[src/design/motion_seq_pkg.sv]
package motion_seq_pkg;
  localparam logic [7:0]  MODE_TABLE      = 8'hFF;     // Minus one
  // Command word fields
  localparam int          CMD_SWITCH_ON   = 0;
  localparam int          CMD_EN_VOLTAGE  = 1;
  localparam int          CMD_QSTOP_N     = 2;
  localparam int          CMD_EN_OPER     = 3;
  localparam int          CMD_SEQ         = 4;
  localparam int          CMD_RESUME      = 6;
  localparam int          CMD_FAULT_RST   = 7;
  localparam int          CMD_HALT        = 8;
  localparam int          CMD_START       = 9;
  localparam int          CMD_SEL_LSB     = 11;
  localparam int          CMD_SEL_W       = 5;
  // State word fields
  localparam int          ST_READY        = 0;
  localparam int          ST_SWITCHED_ON  = 1;
  localparam int          ST_OPER_EN      = 2;
  localparam int          ST_FAULT        = 3;
  localparam int          ST_VOLTAGE      = 4;
  localparam int          ST_QSTOP_N      = 5;
  localparam int          ST_BUSY         = 8;
  localparam int          ST_TARGET       = 10;
  localparam int          ST_IN_GEAR      = 12;
  localparam int          ST_FOLLOW_ERR   = 13;
  // Register addresses on the plain port
  localparam logic [3:0]  ADDR_COMMAND    = 4'h0;
  localparam logic [3:0]  ADDR_STATE      = 4'h1;
  localparam logic [3:0]  ADDR_MODE       = 4'h2;
  localparam logic [3:0]  ADDR_ACT_BLOCK  = 4'h3;
  localparam logic [3:0]  ADDR_RES_BLOCK  = 4'h4;
  localparam logic [3:0]  ADDR_IRQ_STAT   = 4'h5;
  localparam logic [3:0]  ADDR_IRQ_MASK   = 4'h6;
  // Reset values
  localparam logic [15:0] COMMAND_RST     = 16'h0000;
  localparam logic [7:0]  MODE_RST        = 8'h00;
  localparam logic [15:0] NO_BLOCK        = 16'hFFFF;  // Minus one
  localparam logic [3:0]  IRQ_MASK_RST    = 4'h0;
  // Interrupt status bits
  localparam int          IRQ_START       = 0;
  localparam int          IRQ_DONE        = 1;
  localparam int          IRQ_INTERRUPT   = 2;
  localparam int          IRQ_TARGET      = 3;
  localparam int          IRQ_W           = 4;
  // Next-block codes that end a chain: 0, -1, -2, -3
  localparam logic [7:0]  NEXT_END        = 8'h00;
  localparam logic [7:0]  NEXT_ERR_STOP   = 8'hFF;
  localparam logic [7:0]  NEXT_STOP_ERR   = 8'hFE;
  localparam logic [7:0]  NEXT_ESTOP_ERR  = 8'hFD;
  typedef enum logic [1:0] {RUN_IDLE, RUN_MOVE, RUN_HALT, RUN_STOPPING} run_state_t;
endpackage

[src/design/motion_block_table_sequencer.sv]
// Strobed register access and the register addresses are this design's own decisions.
`timescale 1ns/1ps
module motion_block_table_sequencer
  import motion_seq_pkg::*;
(
  input  wire logic        sys_clk,
  input  wire logic        reset_n,
  input  wire logic        clk_en,
  input  wire logic [3:0]  reg_addr,
  input  wire logic [15:0] reg_wdata,
  input  wire logic        reg_wr,
  input  wire logic        reg_rd,
  output logic      [15:0] reg_rdata,
  output logic      [5:0]  block_num,
  output logic             block_go,
  output logic             block_stop,
  input  wire logic        block_done,
  input  wire logic [7:0]  block_next,
  input  wire logic        block_positioning,
  input  wire logic        pos_in_window,
  input  wire logic        axis_zero_speed,
  input  wire logic        gear_coupled,
  input  wire logic        following_error,
  input  wire logic        drive_fault,
  output logic             irq
);
  import motion_seq_pkg::*;

  typedef struct packed {
    logic [1:0]  in_gear_s;
    logic [1:0]  follow_s;
    logic [1:0]  fault_s;
    logic [15:0] command;
    logic [7:0]  mode;
    logic        start_prev;
    run_state_t  run;
    logic        seq_mode;
    logic [5:0]  act_block;
    logic [15:0] res_block;
    logic        target;
    logic        busy;
    logic        fault;
    logic [IRQ_W-1:0] irq_stat;
    logic [IRQ_W-1:0] irq_mask;
    logic [15:0] rdata;
    logic        go;
    logic        stop;
    logic        irq;
  } state_t;

  state_t cur_r;
  state_t cur_nxt;

  // Start block from the select field, 1..32
  function automatic logic [5:0] sel_block(input logic [15:0] cmd);
    sel_block = {1'b0, cmd[CMD_SEL_LSB +: CMD_SEL_W]} + 6'h01;
  endfunction

  // Next-block codes that close a chain
  function automatic logic chain_end(input logic [7:0] nxt);
    chain_end = (nxt == NEXT_END) || (nxt == NEXT_ERR_STOP) ||
                (nxt == NEXT_STOP_ERR) || (nxt == NEXT_ESTOP_ERR);
  endfunction

  function automatic logic [15:0] state_word(input state_t s);
    logic [15:0] w;
    logic        ena;
    w   = 16'h0000;
    ena = s.command[CMD_SWITCH_ON] & s.command[CMD_EN_VOLTAGE] & s.command[CMD_QSTOP_N] & ~s.fault;
    w[ST_READY]       = s.command[CMD_EN_VOLTAGE] & s.command[CMD_QSTOP_N] & ~s.fault;
    w[ST_SWITCHED_ON] = ena;
    w[ST_OPER_EN]     = ena & s.command[CMD_EN_OPER];
    w[ST_FAULT]       = s.fault;
    w[ST_VOLTAGE]     = s.command[CMD_EN_VOLTAGE];
    w[ST_QSTOP_N]     = s.command[CMD_QSTOP_N];
    w[ST_BUSY]        = s.busy;
    w[ST_TARGET]      = s.target;
    w[ST_IN_GEAR]     = s.in_gear_s[1];
    w[ST_FOLLOW_ERR]  = s.follow_s[1];
    state_word = w;
  endfunction

  // All behaviour in one next-state process
  always_comb begin
    logic start_edge;
    logic oper_ok;
    logic halt;
    logic [IRQ_W-1:0] ev;
    start_edge = 1'b0;
    oper_ok    = 1'b0;
    halt       = 1'b0;
    ev         = '0;
    cur_nxt    = cur_r;
    cur_nxt.go = 1'b0;
    // Two-stage synchronisers for drive-side levels
    cur_nxt.in_gear_s = {cur_r.in_gear_s[0], gear_coupled};
    cur_nxt.follow_s  = {cur_r.follow_s[0], following_error};
    cur_nxt.fault_s   = {cur_r.fault_s[0], drive_fault};

    // Register writes
    if (reg_wr) begin
      unique case (reg_addr)
        ADDR_COMMAND:  cur_nxt.command  = reg_wdata;
        ADDR_MODE:     cur_nxt.mode     = reg_wdata[7:0];
        ADDR_IRQ_MASK: cur_nxt.irq_mask = reg_wdata[IRQ_W-1:0];
        default: ;
      endcase
    end

    // Fault latch, cleared by a fault-reset request
    if (cur_r.fault_s[1]) begin
      cur_nxt.fault = 1'b1;
    end else if (cur_r.command[CMD_FAULT_RST]) begin
      cur_nxt.fault = 1'b0;
    end

    oper_ok = (cur_r.mode == MODE_TABLE) && cur_r.command[CMD_SWITCH_ON] && cur_r.command[CMD_EN_VOLTAGE] &&
              cur_r.command[CMD_QSTOP_N] && cur_r.command[CMD_EN_OPER] && !cur_r.fault;
    halt       = cur_r.command[CMD_HALT];
    start_edge = cur_r.command[CMD_START] && !cur_r.start_prev;
    cur_nxt.start_prev = cur_r.command[CMD_START];

    unique case (cur_r.run)
      RUN_IDLE: begin
        cur_nxt.stop = 1'b0;
        if (oper_ok && start_edge) begin
          // Mode and start block latched only here, later edits wait for the next edge
          cur_nxt.seq_mode = cur_r.command[CMD_SEQ];
          if (cur_r.command[CMD_RESUME] && cur_r.res_block != NO_BLOCK) begin
            cur_nxt.act_block = cur_r.res_block[5:0];
          end else begin
            cur_nxt.act_block = sel_block(cur_r.command);
          end
          cur_nxt.res_block = NO_BLOCK;
          cur_nxt.go        = 1'b1;
          cur_nxt.busy      = 1'b1;
          cur_nxt.target    = 1'b0;
          cur_nxt.run       = RUN_MOVE;
          ev[IRQ_START]     = 1'b1;
        end
      end
      RUN_MOVE, RUN_HALT: begin
        if (!oper_ok || !cur_r.command[CMD_START]) begin
          // Interrupt: ramp down, remember block for resume
          cur_nxt.stop      = 1'b1;
          cur_nxt.res_block = {10'h000, cur_r.act_block};
          cur_nxt.run       = RUN_STOPPING;
          ev[IRQ_INTERRUPT] = 1'b1;
        end else if (halt) begin
          cur_nxt.stop   = 1'b1;
          cur_nxt.run    = RUN_HALT;
          cur_nxt.target = axis_zero_speed;
        end else if (cur_r.run == RUN_HALT) begin
          cur_nxt.stop   = 1'b0;
          cur_nxt.target = 1'b0;
          cur_nxt.run    = RUN_MOVE;
        end else begin
          cur_nxt.target = block_positioning && pos_in_window;
          if (block_done) begin
            if (!cur_r.seq_mode || chain_end(block_next)) begin
              cur_nxt.busy = 1'b0;
              cur_nxt.run  = RUN_IDLE;
              ev[IRQ_DONE] = 1'b1;
            end else begin
              // Next block taken from the table's link
              cur_nxt.act_block = block_next[5:0];
              cur_nxt.go        = 1'b1;
            end
          end
        end
      end
      RUN_STOPPING: begin
        cur_nxt.target = halt & axis_zero_speed;
        if (axis_zero_speed) begin
          cur_nxt.busy = 1'b0;
          cur_nxt.stop = 1'b0;
          cur_nxt.run  = RUN_IDLE;
        end
      end
      default: cur_nxt.run = RUN_IDLE;
    endcase
    if (cur_r.target == 1'b0 && cur_nxt.target) begin
      ev[IRQ_TARGET] = 1'b1;
    end

    // Register reads, one cycle latency
    cur_nxt.rdata = 16'h0000;
    if (reg_rd) begin
      unique case (reg_addr)
        ADDR_COMMAND:   cur_nxt.rdata = cur_r.command;
        ADDR_STATE:     cur_nxt.rdata = state_word(cur_r);
        ADDR_MODE:      cur_nxt.rdata = {8'h00, cur_r.mode};
        ADDR_ACT_BLOCK: cur_nxt.rdata = {10'h000, cur_r.act_block};
        ADDR_RES_BLOCK: cur_nxt.rdata = cur_r.res_block;
        ADDR_IRQ_STAT:  cur_nxt.rdata = {{(16-IRQ_W){1'b0}}, cur_r.irq_stat};
        ADDR_IRQ_MASK:  cur_nxt.rdata = {{(16-IRQ_W){1'b0}}, cur_r.irq_mask};
        default:        cur_nxt.rdata = 16'h0000;
      endcase
    end

    // Read clears status; a same-cycle event wins
    if (reg_rd && reg_addr == ADDR_IRQ_STAT) begin
      cur_nxt.irq_stat = ev;
    end else begin
      cur_nxt.irq_stat = cur_r.irq_stat | ev;
    end
    cur_nxt.irq = |(cur_nxt.irq_stat & cur_nxt.irq_mask);
  end

  // Single state register, frozen while clk_en is low
  always_ff @(posedge sys_clk or negedge reset_n) begin
    if (!reset_n) begin
      cur_r          <= '0;
      cur_r.command  <= COMMAND_RST;
      cur_r.mode     <= MODE_RST;
      cur_r.run      <= RUN_IDLE;
      cur_r.res_block <= NO_BLOCK;
      cur_r.irq_mask <= IRQ_MASK_RST;
    end else if (clk_en) begin
      cur_r <= cur_nxt;
    end
  end

  assign reg_rdata  = cur_r.rdata;
  assign block_num  = cur_r.act_block;
  assign block_go   = cur_r.go;
  assign block_stop = cur_r.stop;
  assign irq        = cur_r.irq;
endmodule

[config.mk]
export PLATFORM = sky130hd
export DESIGN_NAME = motion_block_table_sequencer
export DESIGN_NICKNAME = d
export VERILOG_FILES = /design/src/design/motion_seq_pkg.sv /design/src/design/motion_block_table_sequencer.sv
export SDC_FILE = /design/constraint.sdc
export NUM_CORES = 1
export LEC_CHECK = 0
export BUFFER_PORTS_ARGS = -buffer_cell sky130_fd_sc_hd__buf_2
export CAP_MARGIN = 30
export CELL_PAD_IN_SITES_DETAIL_PLACEMENT = 1
export CELL_PAD_IN_SITES_GLOBAL_PLACEMENT = 1
export CORE_UTILIZATION = 48
export DETAILED_ROUTE_END_ITERATION = 12
export PLACE_DENSITY = 0.83
export REMOVE_ABC_BUFFERS = 1
export SLEW_MARGIN = 0
export SYNTH_ARGS = -nofsm -noshare
export SYNTH_HDL_FRONTEND = slang
export SYNTH_SLANG_ARGS = --single-unit
[constraint.sdc]
create_clock -name sys_clk -period 4.06 [get_ports sys_clk]
set_input_delay 0 -clock sys_clk [delete_from_list [all_inputs] [get_ports sys_clk]]
set_output_delay 0 -clock sys_clk [all_outputs]
set_load 0.1 [all_outputs]
==> results of run 1 <==
[cell type report]
class | count | area [sq um] | share of cell area (%)
Multi-Input combinational cell | 262 | 2040 | 41.6
Sequential cell | 77 | 1940 | 39.3
Timing Repair Buffer | 89 | 578 | 11.7
Clock buffer | 11 | 151 | 3.08
Tap cell | 108 | 135 | 2.75
Inverter | 11 | 41.3 | 0.839
Clock inverter | 5 | 33.8 | 0.687
[flip-flops by register name, indices dropped and copies added (netlist names)]
name and count:
block_go 1, block_num 6, block_stop 1, cur_nxt 4, cur_r 48, irq 1, reg_rdata 16
[metal layers]
layer  GRT usage [%]  part of all wire [%]
met5               0                     0
met3            4.03                   4.1
met4            9.68                   1.7
met1            36.4                    46
met2            44.8                    49
[power by group]
| part | switching [mW] | internal [mW] |
|---|---|---|
| Sequential | 0.187 | 0.944 |
| Combinational | 0.695 | 0.348 |
| Clock | 0.306 | 0.256 |
| Total | 1.19 | 1.55 |
[worst paths after layout]
check,startpoint,cells after the start,to
min reg2reg,block_go$_DFFE_PN0P_,2,block_go$_DFFE_PN0P_
max reg2reg,cur_r[54]$_DFFE_PN0P_,6,block_num[0]$_DFFE_PN0P_
min,block_next[4],4,block_num[4]$_DFFE_PN0P_
min in group asynchronous,reset_n,2,cur_r[53]$_DFFE_PN0P_
max in group asynchronous,reset_n,3,cur_r[31]$_DFFE_PN1P_
max,cur_r[54]$_DFFE_PN0P_,6,block_num[0]$_DFFE_PN0P_
[cells by family after synthesis]
group | count (synthesis)
and+or+nand+nor | 92
AOI/OAI and AO/OA | 86
buffers and inverters | 54
adders and majority gates | 5
xor gates and xnor gates | 3
muxes | 76
DFF | 77
[cells in the final DEF (no fill, tap or decap), types with 6 or more instances in the layout]
| cell type | netlist | layout |
|---|---|---|
| a21oi_1 | 17 | 17 |
| buf_2 | 4 | 63 |
| clkbuf_8 | 0 | 11 |
| dfrtp_1 | 70 | 70 |
| dfstp_2 | 7 | 7 |
| dlygate4sd3_1 | 0 | 22 |
| inv_1 | 11 | 11 |
| mux2_1 | 6 | 6 |
| mux2_2 | 52 | 52 |
| mux2i_1 | 15 | 15 |
| nand2_1 | 35 | 35 |
| nand3_1 | 9 | 9 |
| nand4_1 | 6 | 6 |
| nor2_1 | 11 | 11 |
| o21ai_0 | 15 | 15 |
| o2bb2ai_1 | 16 | 16 |
[timing repair]
item                      CTS  global route
resized for setup           0             0
hold buffers               22             0
hold endpoints to repair  103             0
[worst reg2reg max path: stages, from the launching register on]
cell and delay (ns):
dfrtp_1 0.39, inv_1 0.09, ha_1 0.72, inv_1 0.25, o31ai_1 0.29, and4_1 0.38
mux2_1 0.35
==> flow_metrics.env, run 1 <==
export IMPL_outcome="finished clean"
export IMPL_tns_ns=0
export IMPL_slew_headroom_pct=42.1
export IMPL_synth_commonest_cells="dfrtp_1 (70), mux2_2 (52), nand2_1 (35)"
export IMPL_synth_top_family_by_area="multiplexers"
export IMPL_grt_max_degree=78
export IMPL_crit_path_max_fanout=21
export IMPL_netlist_area_sq_um=4270
export IMPL_arrival_ns=2.82
export IMPL_start_util_pct=49.3
export IMPL_path_cells="inv_1 > ha_1 > inv_1 > o31ai_1 > and4_1 > mux2_1"
export IMPL_avgSynthCellArea_sq_um=10.9
export IMPL_cts_setup_buffers=0
export IMPL_synthSimpleGateAreaFrac_pct=11.1
export IMPL_cts_root_buffer="clkbuf_8"
export IMPL_slowest_delay_ns=0.72
export IMPL_cts_buffers=9
export IMPL_synth_flop_cell="dfrtp_1"
export IMPL_grt_overflow_total=0
export IMPL_synth_seq_cells=77
export IMPL_antenna_found_initial=0
export IMPL_setup_viol_count_final=0
export IMPL_slowest_stage="ha_1"
export IMPL_path_delay_family="adder cells"
export IMPL_ys_top_cells_by_area="dfrtp_1 (41%), mux2_2 (14%), dfstp_2 (4.3%), buf_4 (4.0%), mux2i_1 (3.5%)"
export IMPL_end_kind="flip-flop"
export IMPL_synth_cells=393
export IMPL_port_buffers=64
export IMPL_muxShareOfSynthArea_pct=20.4
export IMPL_fp_row_count=34
export IMPL_drtIter0Drc=120
export IMPL_synth_top_area_share_pct=41.0
export IMPL_die_h_microns=96.4
export IMPL_viasPerCell=5.99
export IMPL_wl_per_cell_microns=20.9
export IMPL_num_io_pins=65
export IMPL_maxCapViolations=0
export IMPL_grt_pass1_wl_mm=18.5
export IMPL_drive_above_1_share_pct=33.6
export IMPL_routabilityCongestion=0.883
export IMPL_synth_edf_count=0
export IMPL_synth_area_leader_cell="dfrtp_1"
export IMPL_die_area_sq_um=9290
export IMPL_p_leak_nw=2.26
export IMPL_cts_tree="built"
export IMPL_place_ws_ns=1.48
export IMPL_crit_required_ns=4.30
export IMPL_cts_num_sinks=77
export IMPL_worst_slew_pin_slew_ns=0.869
export IMPL_period_needed_ns=2.59
export IMPL_dpl_instance_area_sq_um=4490
export IMPL_worstSetupPathType="flip-flop to flip-flop"
export IMPL_grt_setup_unrepaired="no"
export IMPL_irDropWorstVdd_uv=198
export IMPL_synthAdderAreaFrac_pct=1.46
export IMPL_r2r_slack_ns=1.47
export IMPL_n_antenna_cell=0
export IMPL_grt_pass1_vias=3578
export IMPL_route_detailed_drc=0
export IMPL_htreeDepth=3
export IMPL_path_common_cell="inv_1"
export IMPL_ant_nets=0
export IMPL_fin_hold_ws_ns=0.0165
export IMPL_yosysMostFrequentCell="dfrtp_1"
export IMPL_design_area_sq_um=4920
export IMPL_clockBufferDepth=2
export IMPL_yosysSeqAreaShare_pct=45.3
export IMPL_synth_xor_area_share_pct=0.615
export IMPL_synth_async_reset_ratio_pct=100
export IMPL_synth_compound_area_share_pct=14.3
export IMPL_fin_cells=563
export IMPL_finalWirelength_mm=11.8
export IMPL_fin_util_pct=56.7
export IMPL_syn_to_final_growth_pct=15.1
export IMPL_synth_cell_type_count=58
export IMPL_hp_class="primary input to flip-flop"
export IMPL_dr_pass1_iters=4
export IMPL_nNetsFinal=495
export IMPL_fp_coreArea_sq_um=8680
export IMPL_dpl_hpwl_mm=8.21
export IMPL_setup_slack_ns=1.47
export IMPL_powerDensity_nw_per_um2=556
export IMPL_fin_worst_skew_ns=0.0105
export IMPL_finalPower_mw=2.74
export IMPL_min_period_over_period_pct=63.7
export IMPL_cp_start_kind="flip-flop"
export IMPL_insertion_delay_ns=0.36
export IMPL_synth_warnings=0
export IMPL_die_w_microns=96.4
export IMPL_grt_total_usage_pct=27.2
export IMPL_hold_viol=0
export IMPL_n_fill_cell=960
export IMPL_fmax_ghz=0.387
export IMPL_maxSlewViolCount=0
export IMPL_via_count=3371
export IMPL_placed_cells=524
export IMPL_crit_buf_inv=2
export IMPL_clk_pin_slew_ns=0.08
Power figures use the tool's default switching activity.
==> run 2: changes to the inputs <==
--- a/config.mk
+++ b/config.mk
@@ -9,9 +9,9 @@
 export CAP_MARGIN = 30
 export CELL_PAD_IN_SITES_DETAIL_PLACEMENT = 1
 export CELL_PAD_IN_SITES_GLOBAL_PLACEMENT = 1
-export CORE_UTILIZATION = 48
+export CORE_UTILIZATION = 45
 export DETAILED_ROUTE_END_ITERATION = 12
-export PLACE_DENSITY = 0.83
+export PLACE_DENSITY = 0.78
 export REMOVE_ABC_BUFFERS = 1
 export SLEW_MARGIN = 0
 export SYNTH_ARGS = -nofsm -noshare
==> constraint.sdc (replaced) <==
create_clock -name sys_clk -period 2.7 [get_ports sys_clk]
set_input_delay 0 -clock sys_clk [delete_from_list [all_inputs] [get_ports sys_clk]]
set_output_delay 0 -clock sys_clk [all_outputs]
set_load 0.1 [all_outputs]
==> run 2 against run 1 <==
  * Sequential power is 51% higher
  * Combinational power up 54%
  * Clock skew increased by 0.0036 ns
  * Utilization is 2.3 points lower
  * Largest cell class unchanged
  * Largest power group unchanged
==> flow_metrics.env, run 2 (synthesis gave the netlist of run 1 again) <==
export IMPL_outcome="finished clean"
export IMPL_hp_class="primary input to asynchronous set/reset pin"
export IMPL_reg2reg_to="block_num[0]$_DFFE_PN0P_"
export IMPL_p_leak_nw=2.30
export IMPL_fin_worst_skew_ns=0.0140
export IMPL_nNetsFinal=501
export IMPL_worstSetupPathType="flip-flop to flip-flop"
export IMPL_setup_viol_count_final=0
export IMPL_slowest_stage="or4_1"
export IMPL_route_detailed_drc=0
export IMPL_num_io_pins=65
export IMPL_slew_headroom_pct=51.0
export IMPL_r2r_cells=5
export IMPL_fin_cells=590
export IMPL_path_delay_family="simple AND/OR/NAND/NOR gates"
export IMPL_powerDensity_nw_per_um2=844
export IMPL_syn_to_final_growth_pct=17.5
export IMPL_grt_setup_unrepaired="no"
export IMPL_clockBufferDepth=2
export IMPL_clk_pin_slew_ns=0.09
export IMPL_end_kind="flip-flop"
export IMPL_largest_reg_flops=48
export IMPL_insertion_delay_ns=0.37
export IMPL_grt_max_degree=78
export IMPL_pwr_share_comb_pct=37.8
export IMPL_placed_cells=550
export IMPL_path_cells="nand4b_1 > or4_1 > a21oi_2 > and4_1 > mux2_1"
export IMPL_final_common_cell="dfrtp_1"
export IMPL_wl_per_cell_microns=20.5
export IMPL_cp_start_kind="flip-flop"
export IMPL_dpl_hpwl_mm=8.74
export IMPL_ctsResizeCount=0
export IMPL_htreeDepth=3
export IMPL_slowest_delay_ns=0.59
export IMPL_cts_tree="built"
export IMPL_antenna_found_initial=0
export IMPL_reg2reg_from="cur_r[27]$_DFFE_PN0P_"
export IMPL_die_h_microns=99.5
export IMPL_irDropWorstVdd_uv=267
export IMPL_cts_num_sinks=77
export IMPL_worst_slew_pin_slew_ns=0.733
export IMPL_n_fill_cell=1017
export IMPL_cts_root_buffer="clkbuf_8"
export IMPL_crit_buf_inv=0
export IMPL_period_needed_ns=2.37
export IMPL_start_util_pct=46.3
export IMPL_grt_pass1_vias=3636
export IMPL_dr_pass1_iters=4
export IMPL_routabilityCongestion=0.883
export IMPL_arrival_ns=2.62
export IMPL_die_area_sq_um=9890
export IMPL_grt_pass1_wl_mm=19.6
export IMPL_drtIter0Drc=205
export IMPL_tns_ns=0
export IMPL_final_cell_mix="dfrtp_1 (70), buf_2 (63), mux2_2 (52), nand2_1 (35), dlygate4sd3_1 (23)"
export IMPL_crit_required_ns=2.94
export IMPL_cts_buffers=9
export IMPL_viasPerCell=5.77
export IMPL_finalWirelength_mm=12.1
export IMPL_min_period_over_period_pct=87.8
export IMPL_crit_path_max_fanout=6
export IMPL_via_count=3403
export IMPL_n_antenna_cell=0
export IMPL_r2r_slack_ns=0.33
export IMPL_fmax_ghz=0.422
export IMPL_p_switching_mw=1.82
export IMPL_hold_viol=0
export IMPL_p_int_mw=2.42
export IMPL_grt_overflow_total=0
export IMPL_maxSlewViolCount=0
export IMPL_fp_coreArea_sq_um=9240
export IMPL_grt_total_usage_pct=26.3
export IMPL_die_w_microns=99.5
export IMPL_ant_nets=0
export IMPL_drive_above_1_share_pct=34.3
export IMPL_pwr_share_seq_pct=40.3
export IMPL_swShare_pct=42.9
export IMPL_fp_row_count=35
export IMPL_holdBufCountCts=23
export IMPL_fin_hold_ws_ns=0.00848
export IMPL_top_register="cur_r"
export IMPL_clkPwrFrac_pct=21.9
export IMPL_cts_setup_buffers=0
export IMPL_maxCapViolations=0
export IMPL_port_buffers=64
## run 2: cell count changes in the layout (fill, tap and decap cells not counted), sizes merged
cell | previous run | this run
clkinvlp | 2 | 1
buf | 67 | 72
dlygate4sd3 | 22 | 23
clkbuf | 11 | 10
bufinv | 0 | 1
inv | 12 | 13
## run 2: worst max-delay path by stage
stage / end / from / slack, ns / cells after the start
finish: block_num[0]$_DFFE_PN0P_ / cur_r[27]$_DFFE_PN0P_ / 0.33 / 5
global route: block_num[0]$_DFFE_PN0P_ / cur_r[27]$_DFFE_PN0P_ / 0.18 / 5
CTS: block_num[0]$_DFFE_PN0P_ / cur_r[27]$_DFFE_PN0P_ / 0.33 / 5
detailed placement: block_num[4]$_DFFE_PN0P_ / cur_r[27]$_DFFE_PN0P_ / 0.35 / 5
global placement: block_num[1]$_DFFE_PN0P_ / cur_r[27]$_DFFE_PN0P_ / 0.42 / 5
floorplan: block_num[0]$_DFFE_PN0P_ / cur_r[27]$_DFFE_PN0P_ / 0.51 / 5
## run 2: through the flow
stage / total power [mW] / util [%] / setup slack, ns / cell area (sq um)
after floorplan: 2.79 / - / 0.509 / 4020
after global placement: 3.22 / 49.3 / 0.417 / 4560
after detailed placement: 3.29 / 49.3 / 0.348 / 4560
after CTS: 4.25 / 54.1 / 0.330 / 4990
after global routing: 4.45 / 54.4 / 0.180 / 5020
final: 4.24 / 54.4 / 0.328 / 5020
## run 2: power by group through the flow
stage / logic, mW / clock network, mW / registers [mW]
after floorplan: 0.761 / 0 / 2.03
after global placement: 1.51 / 0 / 1.71
final: 1.60 / 0.927 / 1.71
after detailed placement: 1.57 / 0 / 1.72
after CTS: 1.60 / 0.944 / 1.70
after global routing: 1.72 / 0.991 / 1.74
## run 2: layout make-up
type	count	area, sq um	area share, %
timing repair buffer	95	633	12.6
multi-input combinational	262	2040	40.7
inverter	11	41.3	0.822
sequential	77	1940	38.5
clock buffer	10	138	2.74
clock inverter	6	68.8	1.37
tap	129	161	3.21
## run 2: routing by layer
layer,global-route usage (%),part of all wire [%],up-vias
met3,4.01,4.2,15
met2,43.3,50,90
met4,10.9,1.9,0
met1,35.0,44,1746
met5,0,0,-
li1,-,-,1552
## run 2: worst register-to-register path, stage by stage, from the launching register on
cell	delay, ns
dfrtp_1	0.42
nand4b_1	0.25
or4_1	0.59
a21oi_2	0.25
and4_1	0.39
mux2_1	0.35
